### src/hw/swc_pkg.sv
/*
  swc_pkg: shared constants and carrier types for the sleep and wake-up
  controller.  Assumes a single core clock domain at 40 MHz.
*/
package swc_pkg;

  // number of wake-capable interrupt sources
  localparam int SWC_NSRC = 6;

  // source positions inside the enable and flag vectors
  localparam int SWC_SRC_ASYNC_TMR = 0;
  localparam int SWC_SRC_CAPTURE   = 1;
  localparam int SWC_SRC_RC_ADC    = 2;
  localparam int SWC_SRC_COMPARE   = 3;
  localparam int SWC_SRC_PIN_CHG   = 4;
  localparam int SWC_SRC_EXT_IRQ   = 5;

  // interrupt vector address
  localparam logic [12:0] SWC_IRQ_VECTOR = 13'h0004;

  // flag values after power-up
  localparam logic SWC_PD_RESET = 1'b1;
  localparam logic SWC_TO_RESET = 1'b1;

  // width of the master clear low-pulse filter, in cycles
  localparam int SWC_MASTER_CLEAR_PIN_FILT = 2;

  // wake cause encoding
  typedef enum logic [1:0] {
    SWC_CAUSE_NONE,
    SWC_CAUSE_MASTER_CLEAR_PIN,
    SWC_CAUSE_WDOG,
    SWC_CAUSE_IRQ
  } swc_cause_t;

  // status flags carried together
  typedef struct packed {
    logic power_down_flag;
    logic timeout_flag;
  } swc_flags_t;

  // core action requests carried together
  typedef struct packed {
    logic resume;
    logic vector;
    logic dev_reset;
  } swc_core_t;

endpackage : swc_pkg

### src/hw/swc_ctrl.sv
/*
  swc_ctrl: sleep and wake-up controller.  Holds the power-down and time-out
  flags, gates the instruction clock, freezes I/O drive, clears the watchdog
  and decides how the core resumes.  Assumes the core pulses HALT_EXEC and
  WDCLR_EXEC for one cycle, that interrupt enables and flags come from core
  logic on CORE_CLK, and that the master clear pin and watchdog time-out
  arrive asynchronously.
*/
`timescale 1ns/1ps
module swc_ctrl
  import swc_pkg::*;
#(
  parameter int NSRC = SWC_NSRC
)(
  input  wire logic            CORE_CLK,
  input  wire logic            SRST,
  input  wire logic            CLK_EN,
  input  wire logic            POR,
  input  wire logic            HALT_EXEC,
  input  wire logic            WDCLR_EXEC,
  input  wire logic            WDOG_ENABLE,
  input  wire logic            PSA_TO_WDOG,
  input  wire logic            WDOG_TIMEOUT,
  input  wire logic            MASTER_CLEAR_PIN_N,
  input  wire logic            GLOBAL_IRQ_ENABLE,
  input  wire logic [NSRC-1:0] IRQ_ENABLE,
  input  wire logic [NSRC-1:0] IRQ_FLAG,
  input  wire logic [12:0]     HALT_PC,
  input  wire logic [7:0]      PORT_OUT,
  input  wire logic [7:0]      PORT_OE_N,
  output logic                 POWER_DOWN_FLAG,
  output logic                 TIMEOUT_FLAG,
  output logic                 SLEEPING,
  output logic                 OSC_DRV_EN,
  output logic                 INSTR_CLK_EN,
  output logic                 WDOG_CLEAR,
  output logic                 PRESCALE_CLEAR,
  output logic                 DEV_RESET,
  output logic                 MASTER_CLEAR_PIN_DRIVE_OE_N,
  output logic                 RESUME,
  output logic                 VECTOR_REQ,
  output logic [12:0]          VECTOR_ADDR,
  output logic [12:0]          PREFETCH_ADDR,
  output logic [7:0]           PIN_OUT,
  output logic [7:0]           PIN_OE_N,
  output swc_cause_t           WAKE_CAUSE
);

  // two-stage synchronisers for the asynchronous inputs
  logic       master_clear_pin_s1;
  logic       master_clear_pin_s2;
  logic       wto_s1;
  logic       wto_s2;
  logic       wto_d;
  logic       sleep;
  logic       pend_vec;
  swc_flags_t flags;
  swc_core_t  core_req;

  always_ff @(posedge CORE_CLK)
  begin
    if (SRST)
    begin
      master_clear_pin_s1 <= 1'b1;
      master_clear_pin_s2 <= 1'b1;
      wto_s1  <= 1'b0;
      wto_s2  <= 1'b0;
      wto_d   <= 1'b0;
    end
    else if (CLK_EN)
    begin
      master_clear_pin_s1 <= MASTER_CLEAR_PIN_N;
      master_clear_pin_s2 <= master_clear_pin_s1;
      wto_s1  <= WDOG_TIMEOUT;
      wto_s2  <= wto_s1;
      wto_d   <= wto_s2;
    end
  end

  // decoded events
  logic master_clear_pin_low;
  logic wto_evt;
  logic pending;
  logic halt_full;
  logic halt_nop;
  logic wake_irq;
  logic wake_any;

  assign master_clear_pin_low  = !master_clear_pin_s2;
  assign wto_evt   = wto_s2 && !wto_d && WDOG_ENABLE;
  // only the six sleep-capable sources are wired in; each needs its enable
  assign pending   = |(IRQ_ENABLE & IRQ_FLAG);
  // a flag already pending turns the halt into a no-op
  assign halt_nop  = HALT_EXEC && !sleep && pending;
  assign halt_full = HALT_EXEC && !sleep && !pending;
  assign wake_irq  = sleep && pending;
  assign wake_any  = sleep && (wake_irq || wto_evt || master_clear_pin_low);

  // power-down state flag; gates clocks and the oscillator driver
  always_ff @(posedge CORE_CLK)
  begin
    if (SRST)
      sleep <= 1'b0;
    else if (CLK_EN)
    begin
      if (master_clear_pin_low || wake_any)
        sleep <= 1'b0;
      else if (halt_full)
        sleep <= 1'b1;
    end
  end

  // clock and oscillator gating switch on the edge of each full halt or wake, even a halt that master clear keeps from setting the sleep flag
  always_ff @(posedge CORE_CLK)
  begin
    if (SRST)
    begin
      OSC_DRV_EN   <= 1'b1;
      INSTR_CLK_EN <= 1'b1;
      SLEEPING     <= 1'b0;
    end
    else if (CLK_EN)
    begin
      OSC_DRV_EN   <= !(sleep && !wake_any) && !halt_full;
      INSTR_CLK_EN <= !(sleep && !wake_any) && !halt_full;
      SLEEPING     <= (sleep && !wake_any) || halt_full;
    end
  end

  // status flags: power-on sets both, halt clears pd and sets to
  always_ff @(posedge CORE_CLK)
  begin
    if (SRST)
      flags <= '{power_down_flag: SWC_PD_RESET, timeout_flag: SWC_TO_RESET};
    else if (CLK_EN)
    begin
      if (POR)
        flags <= '{power_down_flag: SWC_PD_RESET,
                   timeout_flag: SWC_TO_RESET};
      else if (wto_evt)
        flags.timeout_flag <= 1'b0;
      else if (halt_full)
      begin
        flags.power_down_flag <= 1'b0;
        flags.timeout_flag    <= 1'b1;
      end
      else if (WDCLR_EXEC)
        flags <= '{power_down_flag: 1'b1, timeout_flag: 1'b1};
    end
  end

  always_ff @(posedge CORE_CLK)
  begin
    if (SRST)
    begin
      POWER_DOWN_FLAG <= SWC_PD_RESET;
      TIMEOUT_FLAG    <= SWC_TO_RESET;
    end
    else if (CLK_EN)
    begin
      POWER_DOWN_FLAG <= flags.power_down_flag;
      TIMEOUT_FLAG    <= flags.timeout_flag;
    end
  end

  // watchdog clear pulses: clear instruction, full halt and every wake
  always_ff @(posedge CORE_CLK)
  begin
    if (SRST)
    begin
      WDOG_CLEAR     <= 1'b0;
      PRESCALE_CLEAR <= 1'b0;
    end
    else if (CLK_EN)
    begin
      // count cleared but watchdog keeps its clock through sleep
      WDOG_CLEAR     <= (halt_full && WDOG_ENABLE) || WDCLR_EXEC
                        || wake_any;
      PRESCALE_CLEAR <= (halt_full || WDCLR_EXEC || wake_any)
                        && PSA_TO_WDOG;
    end
  end

  // resets: master clear always resets; time-out resets only when awake
  always_ff @(posedge CORE_CLK)
  begin
    if (SRST)
    begin
      DEV_RESET       <= 1'b0;
      MASTER_CLEAR_PIN_DRIVE_OE_N <= 1'b1;
    end
    else if (CLK_EN)
    begin
      DEV_RESET       <= master_clear_pin_low || (wto_evt && !sleep);
      MASTER_CLEAR_PIN_DRIVE_OE_N <= 1'b1;
    end
  end

  // resume and vector requests to the core
  always_ff @(posedge CORE_CLK)
  begin
    if (SRST)
    begin
      core_req <= '0;
      pend_vec <= 1'b0;
    end
    else if (CLK_EN)
    begin
      core_req.dev_reset <= 1'b0;
      core_req.resume    <= sleep && !master_clear_pin_low
                            && (wake_irq || wto_evt);
      // vector only after the prefetched instruction has executed
      core_req.vector    <= pend_vec;
      pend_vec           <= sleep && !master_clear_pin_low && wake_irq
                            && GLOBAL_IRQ_ENABLE;
    end
  end

  always_ff @(posedge CORE_CLK)
  begin
    if (SRST)
    begin
      RESUME      <= 1'b0;
      VECTOR_REQ  <= 1'b0;
      VECTOR_ADDR <= SWC_IRQ_VECTOR;
    end
    else if (CLK_EN)
    begin
      RESUME      <= core_req.resume;
      VECTOR_REQ  <= core_req.vector;
      VECTOR_ADDR <= SWC_IRQ_VECTOR;
    end
  end

  // prefetch address captured on the halt
  always_ff @(posedge CORE_CLK)
  begin
    if (SRST)
      PREFETCH_ADDR <= '0;
    else if (CLK_EN && HALT_EXEC && !sleep)
      PREFETCH_ADDR <= HALT_PC + 13'h0001;
  end

  // pin drive: follow the core while awake, freeze while asleep
  always_ff @(posedge CORE_CLK)
  begin
    if (SRST)
    begin
      PIN_OUT  <= '0;
      PIN_OE_N <= 8'hFF;
    end
    else if (CLK_EN && !(sleep && !wake_any) && !halt_full)
    begin
      PIN_OUT  <= PORT_OUT;
      PIN_OE_N <= PORT_OE_N;
    end
  end

  // cause of the most recent wake, for the core's diagnostics
  always_ff @(posedge CORE_CLK)
  begin
    if (SRST)
      WAKE_CAUSE <= SWC_CAUSE_NONE;
    else if (CLK_EN && wake_any)
    begin
      case (1'b1)
        master_clear_pin_low: WAKE_CAUSE <= SWC_CAUSE_MASTER_CLEAR_PIN;
        wto_evt:  WAKE_CAUSE <= SWC_CAUSE_WDOG;
        default:  WAKE_CAUSE <= SWC_CAUSE_IRQ;
      endcase
    end
  end
endmodule : swc_ctrl

### config.mk
export PLATFORM = sky130hd
export DESIGN_NAME = swc_ctrl
export DESIGN_NICKNAME = d
export VERILOG_FILES = /design/src/hw/swc_pkg.sv /design/src/hw/swc_ctrl.sv
export SDC_FILE = /design/constraint.sdc
export NUM_CORES = 1
export LEC_CHECK = 0
export BUFFER_PORTS_ARGS = -buffer_cell sky130_fd_sc_hd__buf_2
export CELL_PAD_IN_SITES_DETAIL_PLACEMENT = 1
export CELL_PAD_IN_SITES_GLOBAL_PLACEMENT = 1
export CORE_MARGIN = 1.5
export CORE_UTILIZATION = 38
export DETAILED_ROUTE_END_ITERATION = 8
export HOLD_SLACK_MARGIN = 0.06
export PLACE_DENSITY = 0.84
export SLEW_MARGIN = 20
export SYNTH_ARGS = -nofsm -noshare
export SYNTH_HDL_FRONTEND = slang
export SYNTH_SLANG_ARGS = --single-unit
### constraint.sdc
create_clock -name CORE_CLK -period 4.3 [get_ports CORE_CLK]
set_input_delay 1.075 -clock CORE_CLK [delete_from_list [all_inputs] [get_ports CORE_CLK]]
set_output_delay 1.075 -clock CORE_CLK [all_outputs]
set_load 0.01 [all_outputs]
; Yosys cells after proc, flatten, opt, wreduce, memory -nomap -nowiden
; Index checks and enable logic that the tools add are counted.
[classes]
reduce_logical = 43
eq_ne = 1
n_bitwise = 1
magnitude_cmp = 0
shifts = 0
addsub = 1
div_mod_pow = 0
n_mul = 0
muxes = 9
[ops]
columns = op, n
row1 = logical AND 1 bit, 20
row2 = "adder 13 x 1 -> 13 bit, second input constant", 1
row3 = logical OR 1 bit, 9
row4 = 2-to-1 mux 2 bit, 4
row5 = zero test 1 bit, 7
row6 = bitwise AND 6 bit, 1
row7 = OR reduction 6 bit, 1
row8 = 2-to-1 mux 1 bit, 5
row9 = AND reduction 2 bit, 2
row10 = nonzero test 4 bit, 1
row11 = AND reduction 3 bit, 1
row12 = nonzero test 3 bit, 1
row13 = "!= test 2 bit, second input constant", 1
row14 = nonzero test 2 bit, 1
[totals]
memories = 0
rom_bits = 0
latchBits = 0
output_inout_bits = 55
elab_cells = 79
reg_bits = 51
inputBits = 52
mem_bits_rw = 0

; Logic depth before layout (Yosys ltp)
; Gate-level depths: netlist of run 1.
[logic_depth]
word_depth = 11
ltp_mapped = 7
mapped_depth_nobuf = 5

; Worst setup path before layout of run 1
; No wires, ideal clock.
[synth_path]
path_kind = input port to flip-flop
start = input port IRQ_ENABLE[0]
end = register PRESCALE_CLEAR
required_ps = 4176
setup_time_ps = 124
cell_stages = 6
arrival_ps = 2027
path_buffers = 2
path_slack_ps = 2150
path_cell_list = a22oi_1 -> buf_4 -> nand3_2 -> buf_6 -> nor4b_1 -> nor2_1
[synth_via]
elab_chain_cells = 8
elab_cells_between_ends = 11
classes_between = bitwise: 1 / reduce/logical: 10
[synth_lines]
columns = element, line_no
row1 = from (decl), swc_ctrl.sv:26  ; input wire logic [NSRC-1:0] IRQ_ENABLE,
row2 = bitwise AND 6 bit (*), swc_ctrl.sv:92  ; assign pending = |(IRQ_ENABLE & IRQ_FLAG);
row3 = OR reduction 6 bit (*), swc_ctrl.sv:92
row4 = logical AND 1 bit, swc_ctrl.sv:96  ; assign wake_irq = sleep && pending;
row5 = logical OR 1 bit (2 in series), swc_ctrl.sv:97  ; assign wake_any = sleep && (wake_irq || wto_evt || master_clear_pin_low);
row6 = logical AND 1 bit, swc_ctrl.sv:97
row7 = logical OR 1 bit (*), swc_ctrl.sv:179  ; PRESCALE_CLEAR <= (halt_full || WDCLR_EXEC || wake_any)
row8 = logical AND 1 bit (*), swc_ctrl.sv:180  ; && PSA_TO_WDOG;
row9 = to (signal assigned), swc_ctrl.sv:179
row10 = to (decl), swc_ctrl.sv:37  ; output logic PRESCALE_CLEAR,
; Mark *: on every way between the ends. The rest lies on a longest branch, timed or not.
; A chain may end at the register's enable or synchronous reset.

; Worst setup path in the final report of run 1
[layout_path]
start = input port IRQ_FLAG[1]
end = register WDOG_CLEAR
[layout_via]
elab_chain_cells = 7
elab_cells_between_ends = 11
classes_between = bitwise: 1 / reduce/logical: 10
[layout_lines]
columns = element, line_no
row1 = from (decl), swc_ctrl.sv:27  ; input wire logic [NSRC-1:0] IRQ_FLAG,
row2 = bitwise AND 6 bit (*), swc_ctrl.sv:92
row3 = OR reduction 6 bit (*), swc_ctrl.sv:92
row4 = zero test 1 bit or logical AND 1 bit (tied branches), "swc_ctrl.sv:95, swc_ctrl.sv:96"
row5 = logical AND 1 bit or logical OR 1 bit (tied branches), "swc_ctrl.sv:95, swc_ctrl.sv:97"
row6 = logical AND 1 bit or logical OR 1 bit (tied branches), "swc_ctrl.sv:177, swc_ctrl.sv:97"
row7 = logical OR 1 bit or logical AND 1 bit (tied branches), "swc_ctrl.sv:177, swc_ctrl.sv:97"
row8 = logical OR 1 bit (*), swc_ctrl.sv:178  ; || wake_any;
row9 = to (signal assigned), swc_ctrl.sv:177  ; WDOG_CLEAR <= (halt_full && WDOG_ENABLE) || WDCLR_EXEC
row10 = to (decl), swc_ctrl.sv:36  ; output logic WDOG_CLEAR,
; Marked as above.

==> results of run 1 <==
[final cells by class]
cell class	count	area [sq um]
clock inverter	3	22.5
multi-input combinational	200	1350
clock buffer	5	68.8
timing repair buffer	96	490
sequential	51	1020
inverter	13	48.8
tap	80	100
fill	830	3650
[through the flow]
| stage | hold slack [ns] | area, sq um | setup WS, ns |
|---|---|---|---|
| final | 0.487 | 3100 | 1.43 |
| after global routing | 0.526 | 3100 | 1.35 |
| after CTS | 0.493 | 3100 | 1.45 |
| after detailed placement | 0.470 | 3010 | 1.11 |
| after global placement | 0.456 | 3010 | 1.14 |
| after floorplan | 0.439 | 2690 | 2.15 |
[cell families (layout without fill, tap and decap cells)]
logic type / count (synthesis) / after routing / synth area share
buffers and inverters: 53 / 117 / 0.120
AND/OR/NAND/NOR: 84 / 84 / 0.170
adder cells (fa/ha/maj): 1 / 1 / 0.00473
flip-flops: 51 / 51 / 0.386
AO/OA/AOI/OAI: 79 / 79 / 0.239
XOR/XNOR: 11 / 11 / 0.0364
other: 2 / 14 / 0.00284
multiplexers: 11 / 11 / 0.0416
[layer usage]
| layer | track usage | vias to the layer above | wire (um) |
|---|---|---|---|
| met2 | 0.301 | 63 | 3290 |
| met1 | 0.223 | 1104 | 3010 |
| met5 | 0 | - | 0 |
| met3 | 0.0495 | 4 | 395 |
| li1 | - | 1188 | - |
| met4 | 0.0440 | 0 | 51 |
[worst paths after layout]
| path | from | to | slack [ns] | cells after the start |
|---|---|---|---|---|
| worst max-delay path | IRQ_FLAG[1] | WDOG_CLEAR | 1.43 | 5 |
| worst max register to register | sleep | PREFETCH_ADDR[1] | 2.42 | 4 |
| worst min register to register | master_clear_pin_s1 | master_clear_pin_s2 | 0.49 | 2 |
| worst min-delay path | master_clear_pin_s1 | master_clear_pin_s2 | 0.49 | 2 |
[sequential cells by signal (all words and copies together), names as in the netlist, 2 cells and up]
| register | count |
|---|---|
| PREFETCH_ADDR | 13 |
| core_req | 2 |
| PIN_OE_N | 8 |
| PIN_OUT | 8 |
| flags | 2 |
| WAKE_CAUSE | 2 |
[cells in the final DEF, fill, tap and decap left out, types with 6 or more instances in the layout]
| master | synthesis | routed |
|---|---|---|
| nand2_1 | 19 | 19 |
| inv_1 | 12 | 12 |
| nor2_1 | 29 | 29 |
| xnor2_1 | 9 | 9 |
| dfxtp_1 | 51 | 51 |
| o221ai_1 | 6 | 6 |
| conb_1 | 2 | 14 |
| nor3_1 | 7 | 7 |
| buf_2 | 5 | 92 |
| mux2i_1 | 11 | 11 |
| nand3b_1 | 8 | 8 |
| a41oi_1 | 6 | 6 |
| o211ai_1 | 17 | 17 |
| a31oi_1 | 11 | 11 |
| a211oi_1 | 13 | 13 |
[power groups by stage]
stage	combinational, mW	sequential, mW	clock, mW
6_report	0.190	0.518	0.290
3_5_place_dp	0.191	0.529	0
5_1_grt	0.211	0.522	0.316
4_1_cts	0.192	0.518	0.301
3_3_place_gp	0.186	0.528	0
2_1_floorplan	0.124	0.537	0
[worst min-delay path: stages (launching register included)]
cell and delay, ns:
dfxtp_1 0.34, mux2i_1 0.07, nand2_1 0.06
==> results.sh, run 1 <==
export IMPL_clkPwrFrac=0.291
export IMPL_routed_wl_um=6750
export IMPL_cap_violations=0
export IMPL_grt_pass1_wl_um=10700
export IMPL_power_switching_share=0.304
export IMPL_num_io_pins=107
export IMPL_gp_congestion=0.731
export IMPL_synth_top_cell_area_share=0.386
export IMPL_cts_resized=0
export IMPL_power_switching_mw=0.304
export IMPL_antenna_cells=0
export IMPL_min_period_over_period=0.668
export IMPL_p_per_area_nw_per_um2=322
export IMPL_final_core_util=0.459
export IMPL_yosys_area_top_type="dfxtp_1"
export IMPL_fin_cells=448
export IMPL_yosys_register_bits=51
export IMPL_grt_max_degree=49
export IMPL_arrival_ns=3.09
export IMPL_hold_path_class="reg2reg"
export IMPL_drc=0
export IMPL_path_cells="buf_2, a22oi_1, and3_1, a311oi_1, a211oi_1"
export IMPL_async_reset_ff_frac=0
export IMPL_netlist_area_sq_um=2650
export IMPL_dp_hpwl_um=4940
export IMPL_finalNetCount=420
export IMPL_cts_max_level=2
export IMPL_fin_crit_ns=2.87
export IMPL_clockBufferDepth=2
export IMPL_worstMarginPinSlew_ns=0.944
export IMPL_clkTransAtPathRegs_ns=0.10
export IMPL_route_antenna_remaining_nets=0
export IMPL_numCtsBuffers=5
export IMPL_crit_family="compound AO/OA/AOI/OAI gates"
export IMPL_cpPeakStageDelay_ns=0.75
export IMPL_tns_ns=0
export IMPL_post_cts_buffers=0
export IMPL_status="finished, final reports clean"
export IMPL_root_buffer="clkbuf_8"
export IMPL_cts_hold_fix_buffers=0
export IMPL_slew_limit_headroom=0.371
export IMPL_setup_violations_final=0
export IMPL_postSynthCellCount=292
export IMPL_yosysMostFrequentCell="dfxtp_1"
export IMPL_p_int_mw=0.694
export IMPL_die_h_um=86.5
export IMPL_die_w_um=86.5
export IMPL_p_comb_frac=0.191
export IMPL_synthTopCellsByArea="dfxtp_1 39%, buf_4 6.0%, o211ai_1 4.8%"
export IMPL_synthFlopType="dfxtp_1"
export IMPL_die_area_sq_um=7470
export IMPL_grtUsageTotal=0.177
export IMPL_final_max_slew_violation_count=0
export IMPL_cts_tree="yes"
export IMPL_slowest_stage="a22oi_1"
export IMPL_hold_violations=0
export IMPL_numClockSinks=51
export IMPL_yosys_warnings=0
export IMPL_grt_pass1_vias=2247
export IMPL_cp_required_ns=4.52
export IMPL_start_kind="input port"
export IMPL_seq_area_frac_synth=0.386
export IMPL_path_max_fanout=15
export IMPL_synth_edff_count=0
export IMPL_power_leakage_nw=1.37
export IMPL_synth_cell_type_count=50
export IMPL_vias=2359
export IMPL_synth_common_cells="51 x dfxtp_1, 29 x nor2_1, 21 x buf_4"
export IMPL_fmax_mhz=348
export IMPL_crit_buf_inv=1
export IMPL_drt_first_pass_iters=4
export IMPL_irDropWorstVdd_uv=129
export IMPL_drive_gt1_frac=0.321
export IMPL_total_power_mw=0.998
export IMPL_grt_antenna_before_repair=0
export IMPL_finClkSkew_ns=0.00778
export IMPL_drtIter0Drc=103
export IMPL_row_count=30
export IMPL_areaGrowthSynthToFinish_pct=17.3
export IMPL_place_detailed_instances=440
export IMPL_overflow=0
export IMPL_rsz0062_at_grt="false"
export IMPL_coreArea_sq_um=6760
export IMPL_p_seq_frac=0.519
export IMPL_detail_route_vias_per_cell=5.27
export IMPL_start_util=0.392
export IMPL_path_class="in2reg"
export IMPL_worstSetupEndpointType="register"
export IMPL_numPortBuffers=92
export IMPL_clock_latency_ns=0.31
export IMPL_synth_avg_cell_area_sq_um=9.06
export IMPL_wire_per_inst_um=15.1
Note: power is estimated with default switching activity, not from simulation.
==> inputs of run 2 (changes only) <==
- CORE_UTILIZATION: 38 -> 35
- PLACE_DENSITY: 0.84 -> 0.78
- clock period: 4.3 -> 2.7 ns (I/O delays scaled with it)
==> results.sh, run 2 (synthesized netlist as in run 1, its figures left out) <==
export IMPL_status="finished, final reports clean"
export IMPL_path_max_fanout=10
export IMPL_hold_end="TIMEOUT_FLAG"
export IMPL_start_util=0.363
export IMPL_drive_gt1_frac=0.330
export IMPL_clkTransAtPathRegs_ns=0.09
export IMPL_die_w_um=90.0
export IMPL_hold_path_class="reg2reg"
export IMPL_reg2regPathDepth=4
export IMPL_total_power_mw=1.63
export IMPL_crit_family="compound AO/OA/AOI/OAI gates"
export IMPL_crit_buf_inv=2
export IMPL_holdPathStages=2
export IMPL_setup_violations_final=0
export IMPL_min_period_over_period=0.729
export IMPL_finClkSkew_ns=0.00379
export IMPL_cts_resized=0
export IMPL_arrival_ns=2.17
export IMPL_grtUsageTotal=0.172
export IMPL_fin_cells=472
export IMPL_path_class="in2reg"
export IMPL_place_detailed_instances=464
export IMPL_cp_required_ns=2.90
export IMPL_drc=0
export IMPL_clock_latency_ns=0.30
export IMPL_final_common_cell="buf_2"
export IMPL_finalNetCount=425
export IMPL_gp_congestion=0.755
export IMPL_drtIter0Drc=85
export IMPL_grt_antenna_before_repair=0
export IMPL_final_cell_mix="92 x buf_2, 51 x dfxtp_1, 29 x nor2_1"
export IMPL_cts_hold_fix_buffers=0
export IMPL_worstSetupEndpointType="register"
export IMPL_start_kind="input port"
export IMPL_num_io_pins=107
export IMPL_worstReg2RegEnd="INSTR_CLK_EN"
export IMPL_whs_ns=0.479
export IMPL_cts_tree="yes"
export IMPL_grt_pass1_vias=2258
export IMPL_clockBufferDepth=2
export IMPL_power_leakage_nw=1.39
export IMPL_numClockSinks=51
export IMPL_top_register="PREFETCH_ADDR"
export IMPL_slew_limit_headroom=0.486
export IMPL_final_core_util=0.436
export IMPL_antenna_cells=0
export IMPL_vias=2443
export IMPL_path_cells="buf_2, a22oi_1, and3_1, buf_4, a21oi_4, a211o_1"
export IMPL_fin_crit_ns=1.97
export IMPL_dp_hpwl_um=5220
export IMPL_worstMarginPinSlew_ns=0.767
export IMPL_largest_register_ffs=13
export IMPL_die_area_sq_um=8090
export IMPL_areaGrowthSynthToFinish_pct=20.1
export IMPL_irDropWorstVdd_uv=178
export IMPL_top_regs="PREFETCH_ADDR: 13 flops, PIN_OE_N: 8 flops, PIN_OUT: 8 flops"
export IMPL_rsz0062_at_grt="false"
export IMPL_hp_start="TIMEOUT_FLAG"
export IMPL_slowest_stage="and3_1"
export IMPL_root_buffer="clkbuf_8"
export IMPL_tns_ns=0
export IMPL_hold_violations=0
export IMPL_die_h_um=90.0
export IMPL_cts_max_level=2
export IMPL_numCtsBuffers=5
export IMPL_detail_route_vias_per_cell=5.18
export IMPL_reg2reg_from="sleep"
export IMPL_drt_first_pass_iters=4
export IMPL_grt_max_degree=32
export IMPL_routed_wl_um=7010
export IMPL_cap_violations=0
export IMPL_overflow=0
export IMPL_cpPeakStageDelay_ns=0.39
export IMPL_wire_per_inst_um=14.8
export IMPL_coreArea_sq_um=7290
export IMPL_grt_pass1_wl_um=11300
export IMPL_final_max_slew_violation_count=0
export IMPL_fmax_mhz=508
export IMPL_row_count=31
export IMPL_r2r_setup_slack_ns=0.83
export IMPL_route_antenna_remaining_nets=0
export IMPL_p_per_area_nw_per_um2=512
export IMPL_numPortBuffers=92
export IMPL_post_cts_buffers=0
[run 2: stage by stage]
step                cell area, sq um  setup slack [ns]
floorplan                       2690             0.950
global placement                3070             0.478
detailed placement              3070             0.409
CTS                             3180             0.740
global route                    3180             0.614
finish                          3180             0.732
[run 2: final cells by class]
type                            count  area [sq um]
Sequential cell                    51          1020
Tap cell                           99           124
Clock inverter                      1          7.51
Multi-Input combinational cell    200          1350
Clock buffer                        7          96.3
Fill cell                         938          4110
Inverter                           13          48.8
Timing Repair Buffer              101           528
[run 2: where the power goes]
part | switching, mW | internal [mW]
clock network | 0.256 | 0.234
registers | 0.0284 | 0.796
logic | 0.185 | 0.127
[run 2: worst max-delay path by stage]
stage / from / end / slack [ns] / cells past startpoint
final: IRQ_ENABLE[1] / INSTR_CLK_EN / 0.73 / 6
after global routing: IRQ_FLAG[1] / INSTR_CLK_EN / 0.61 / 6
after CTS: IRQ_ENABLE[0] / INSTR_CLK_EN / 0.74 / 6
after detailed placement: IRQ_ENABLE[0] / INSTR_CLK_EN / 0.41 / 6
after global placement: IRQ_ENABLE[0] / INSTR_CLK_EN / 0.48 / 6
after floorplan: IRQ_ENABLE[0] / PRESCALE_CLEAR / 0.95 / 6
[run 2: worst reg2reg max path, stage by stage, from the launching register on]
cell and delay (ns):
dfxtp_1 0.43, nor2b_4 0.25, a31o_1 0.61, a21oi_4 0.21, a211o_1 0.27
[run 2: routing by layer]
metal  global-route usage  share of wire
met1                0.220           0.46
met2                0.280           0.47
met3               0.0499          0.060
met4               0.0516          0.016
met5                    0              0
==> inputs of run 3 (changes only) <==
- CORE_UTILIZATION: 35 -> 32
- PLACE_DENSITY: 0.78 -> 0.75
- clock period: 2.7 -> 1.7 ns (I/O delays scaled with it)
==> results.sh, run 3 (synthesized netlist as in run 1, its figures left out) <==
export IMPL_path_class="reg2reg"
export IMPL_antenna_cells=0
export IMPL_p_per_area_nw_per_um2=778
export IMPL_min_period_over_period=0.882
export IMPL_overflow=0
export IMPL_setup_violations_final=0
export IMPL_fin_crit_ns=1.50
export IMPL_drive_gt1_frac=0.369
export IMPL_arrival_ns=1.72
export IMPL_wire_per_inst_um=15.0
export IMPL_routed_wl_um=7400
export IMPL_finClkSkew_ns=0.0101
export IMPL_worstSetupEndpointType="register"
export IMPL_top_regs="PREFETCH_ADDR: 13 flops, PIN_OE_N: 8 flops, PIN_OUT: 8 flops"
export IMPL_grt_antenna_before_repair=0
export IMPL_cts_tree="yes"
export IMPL_die_h_um=93.9
export IMPL_start_kind="register"
export IMPL_die_w_um=93.9
export IMPL_tns_ns=0
export IMPL_cap_violations=0
export IMPL_detail_route_vias_per_cell=5.07
export IMPL_finalNetCount=445
export IMPL_post_cts_buffers=0
export IMPL_irDropWorstVdd_uv=335
export IMPL_dp_hpwl_um=5750
export IMPL_place_detailed_instances=487
export IMPL_rsz0062_at_grt="false"
export IMPL_numCtsBuffers=5
export IMPL_clock_latency_ns=0.31
export IMPL_start_util=0.337
export IMPL_slowest_stage="or4_1"
export IMPL_coreArea_sq_um=7850
export IMPL_cts_hold_fix_buffers=0
export IMPL_final_common_cell="buf_2"
export IMPL_grt_max_degree=27
export IMPL_grt_pass1_wl_um=11800
export IMPL_die_area_sq_um=8820
export IMPL_power_leakage_nw=1.50
export IMPL_cts_max_level=2
export IMPL_areaGrowthSynthToFinish_pct=26.8
export IMPL_drt_first_pass_iters=6
export IMPL_path_max_fanout=7
export IMPL_fmax_mhz=667
export IMPL_cpPeakStageDelay_ns=0.42
export IMPL_final_max_slew_violation_count=0
export IMPL_drtIter0Drc=61
export IMPL_vias=2511
export IMPL_numPortBuffers=92
export IMPL_status="finished, final reports clean"
export IMPL_root_buffer="clkbuf_8"
export IMPL_total_power_mw=2.61
export IMPL_top_register="PREFETCH_ADDR"
export IMPL_grt_pass1_vias=2464
export IMPL_route_antenna_remaining_nets=0
export IMPL_final_cell_mix="92 x buf_2, 51 x dfxtp_1, 29 x nor2_1"
export IMPL_drc=0
export IMPL_largest_register_ffs=13
export IMPL_fin_cells=495
export IMPL_hold_path_class="in2reg"
export IMPL_hold_violations=0
export IMPL_fill_cells=984
export IMPL_clockBufferDepth=2
export IMPL_row_count=32
export IMPL_grtUsageTotal=0.171
export IMPL_whs_ns=0.329
export IMPL_numClockSinks=51
export IMPL_num_io_pins=107
export IMPL_path_cells="nor2b_4, buf_4, nand4_1, or4_1, a21o_1"
export IMPL_cp_required_ns=1.92
export IMPL_gp_congestion=0.712
export IMPL_clkTransAtPathRegs_ns=0.10
run 3: layout make-up:
| cell class | count | area (sq um) | share of cell area |
|---|---|---|---|
| flip-flops and latches | 51 | 1020 | 0.304 |
| clock buffers | 6 | 82.6 | 0.0246 |
| multi-input cells | 200 | 1360 | 0.405 |
| well taps | 102 | 128 | 0.0380 |
| inverters | 13 | 48.8 | 0.0145 |
| clock inverters | 2 | 13.8 | 0.00410 |
| repair buffers | 121 | 703 | 0.210 |
run 3: final timing paths:
| kind | endpoint | slack, ns | depth (start not counted) | startpoint |
|---|---|---|---|---|
| worst max-delay path | flags[1] | 0.20 | 5 | sleep |
| worst min-delay path | PREFETCH_ADDR[0] | 0.33 | 2 | HALT_PC[0] |
| worst max register to register | flags[1] | 0.20 | 5 | sleep |
| worst min register to register | TIMEOUT_FLAG | 0.48 | 2 | TIMEOUT_FLAG |
run 3: critical path, delay by kind of cell, from the launching register on:
| family | cells | cell delay, ns |
|---|---|---|
| AND/OR/NAND/NOR | 3 | 0.67 |
| flip-flops | 1 | 0.40 |
| AO/OA/AOI/OAI | 1 | 0.19 |
| buffers and inverters | 1 | 0.16 |
run 3: routing by layer:
metal  track usage  up-vias  routed length (um)
met2         0.293       79                3640
met4        0.0498        0                  78
li1              -     1240                   -
met5             0        -                   0
met1         0.211     1187                3220
met3        0.0396        5                 470
run 3: timing repair:
item / in CTS / in global routing
gates resized for setup: 0 / 2
setup endpoints to repair: 0 / 12
hold endpoints to repair: 0 / 0
run 3: stage by stage:
stage | setup slack, ns | instance area (sq um) | util
floorplan | 0.200 | 2690 | -
global placement | -0.0659 | 3250 | 0.415
detailed placement | -0.0783 | 3250 | 0.415
CTS | 0.0538 | 3350 | 0.427
global route | 0.0998 | 3360 | 0.428
finish | 0.200 | 3360 | 0.428
run 3: where the power goes:
part	internal [mW]	switching, mW	total [mW]
registers	1.26	0.0434	1.31
logic	0.243	0.307	0.550
clock network	0.334	0.420	0.754
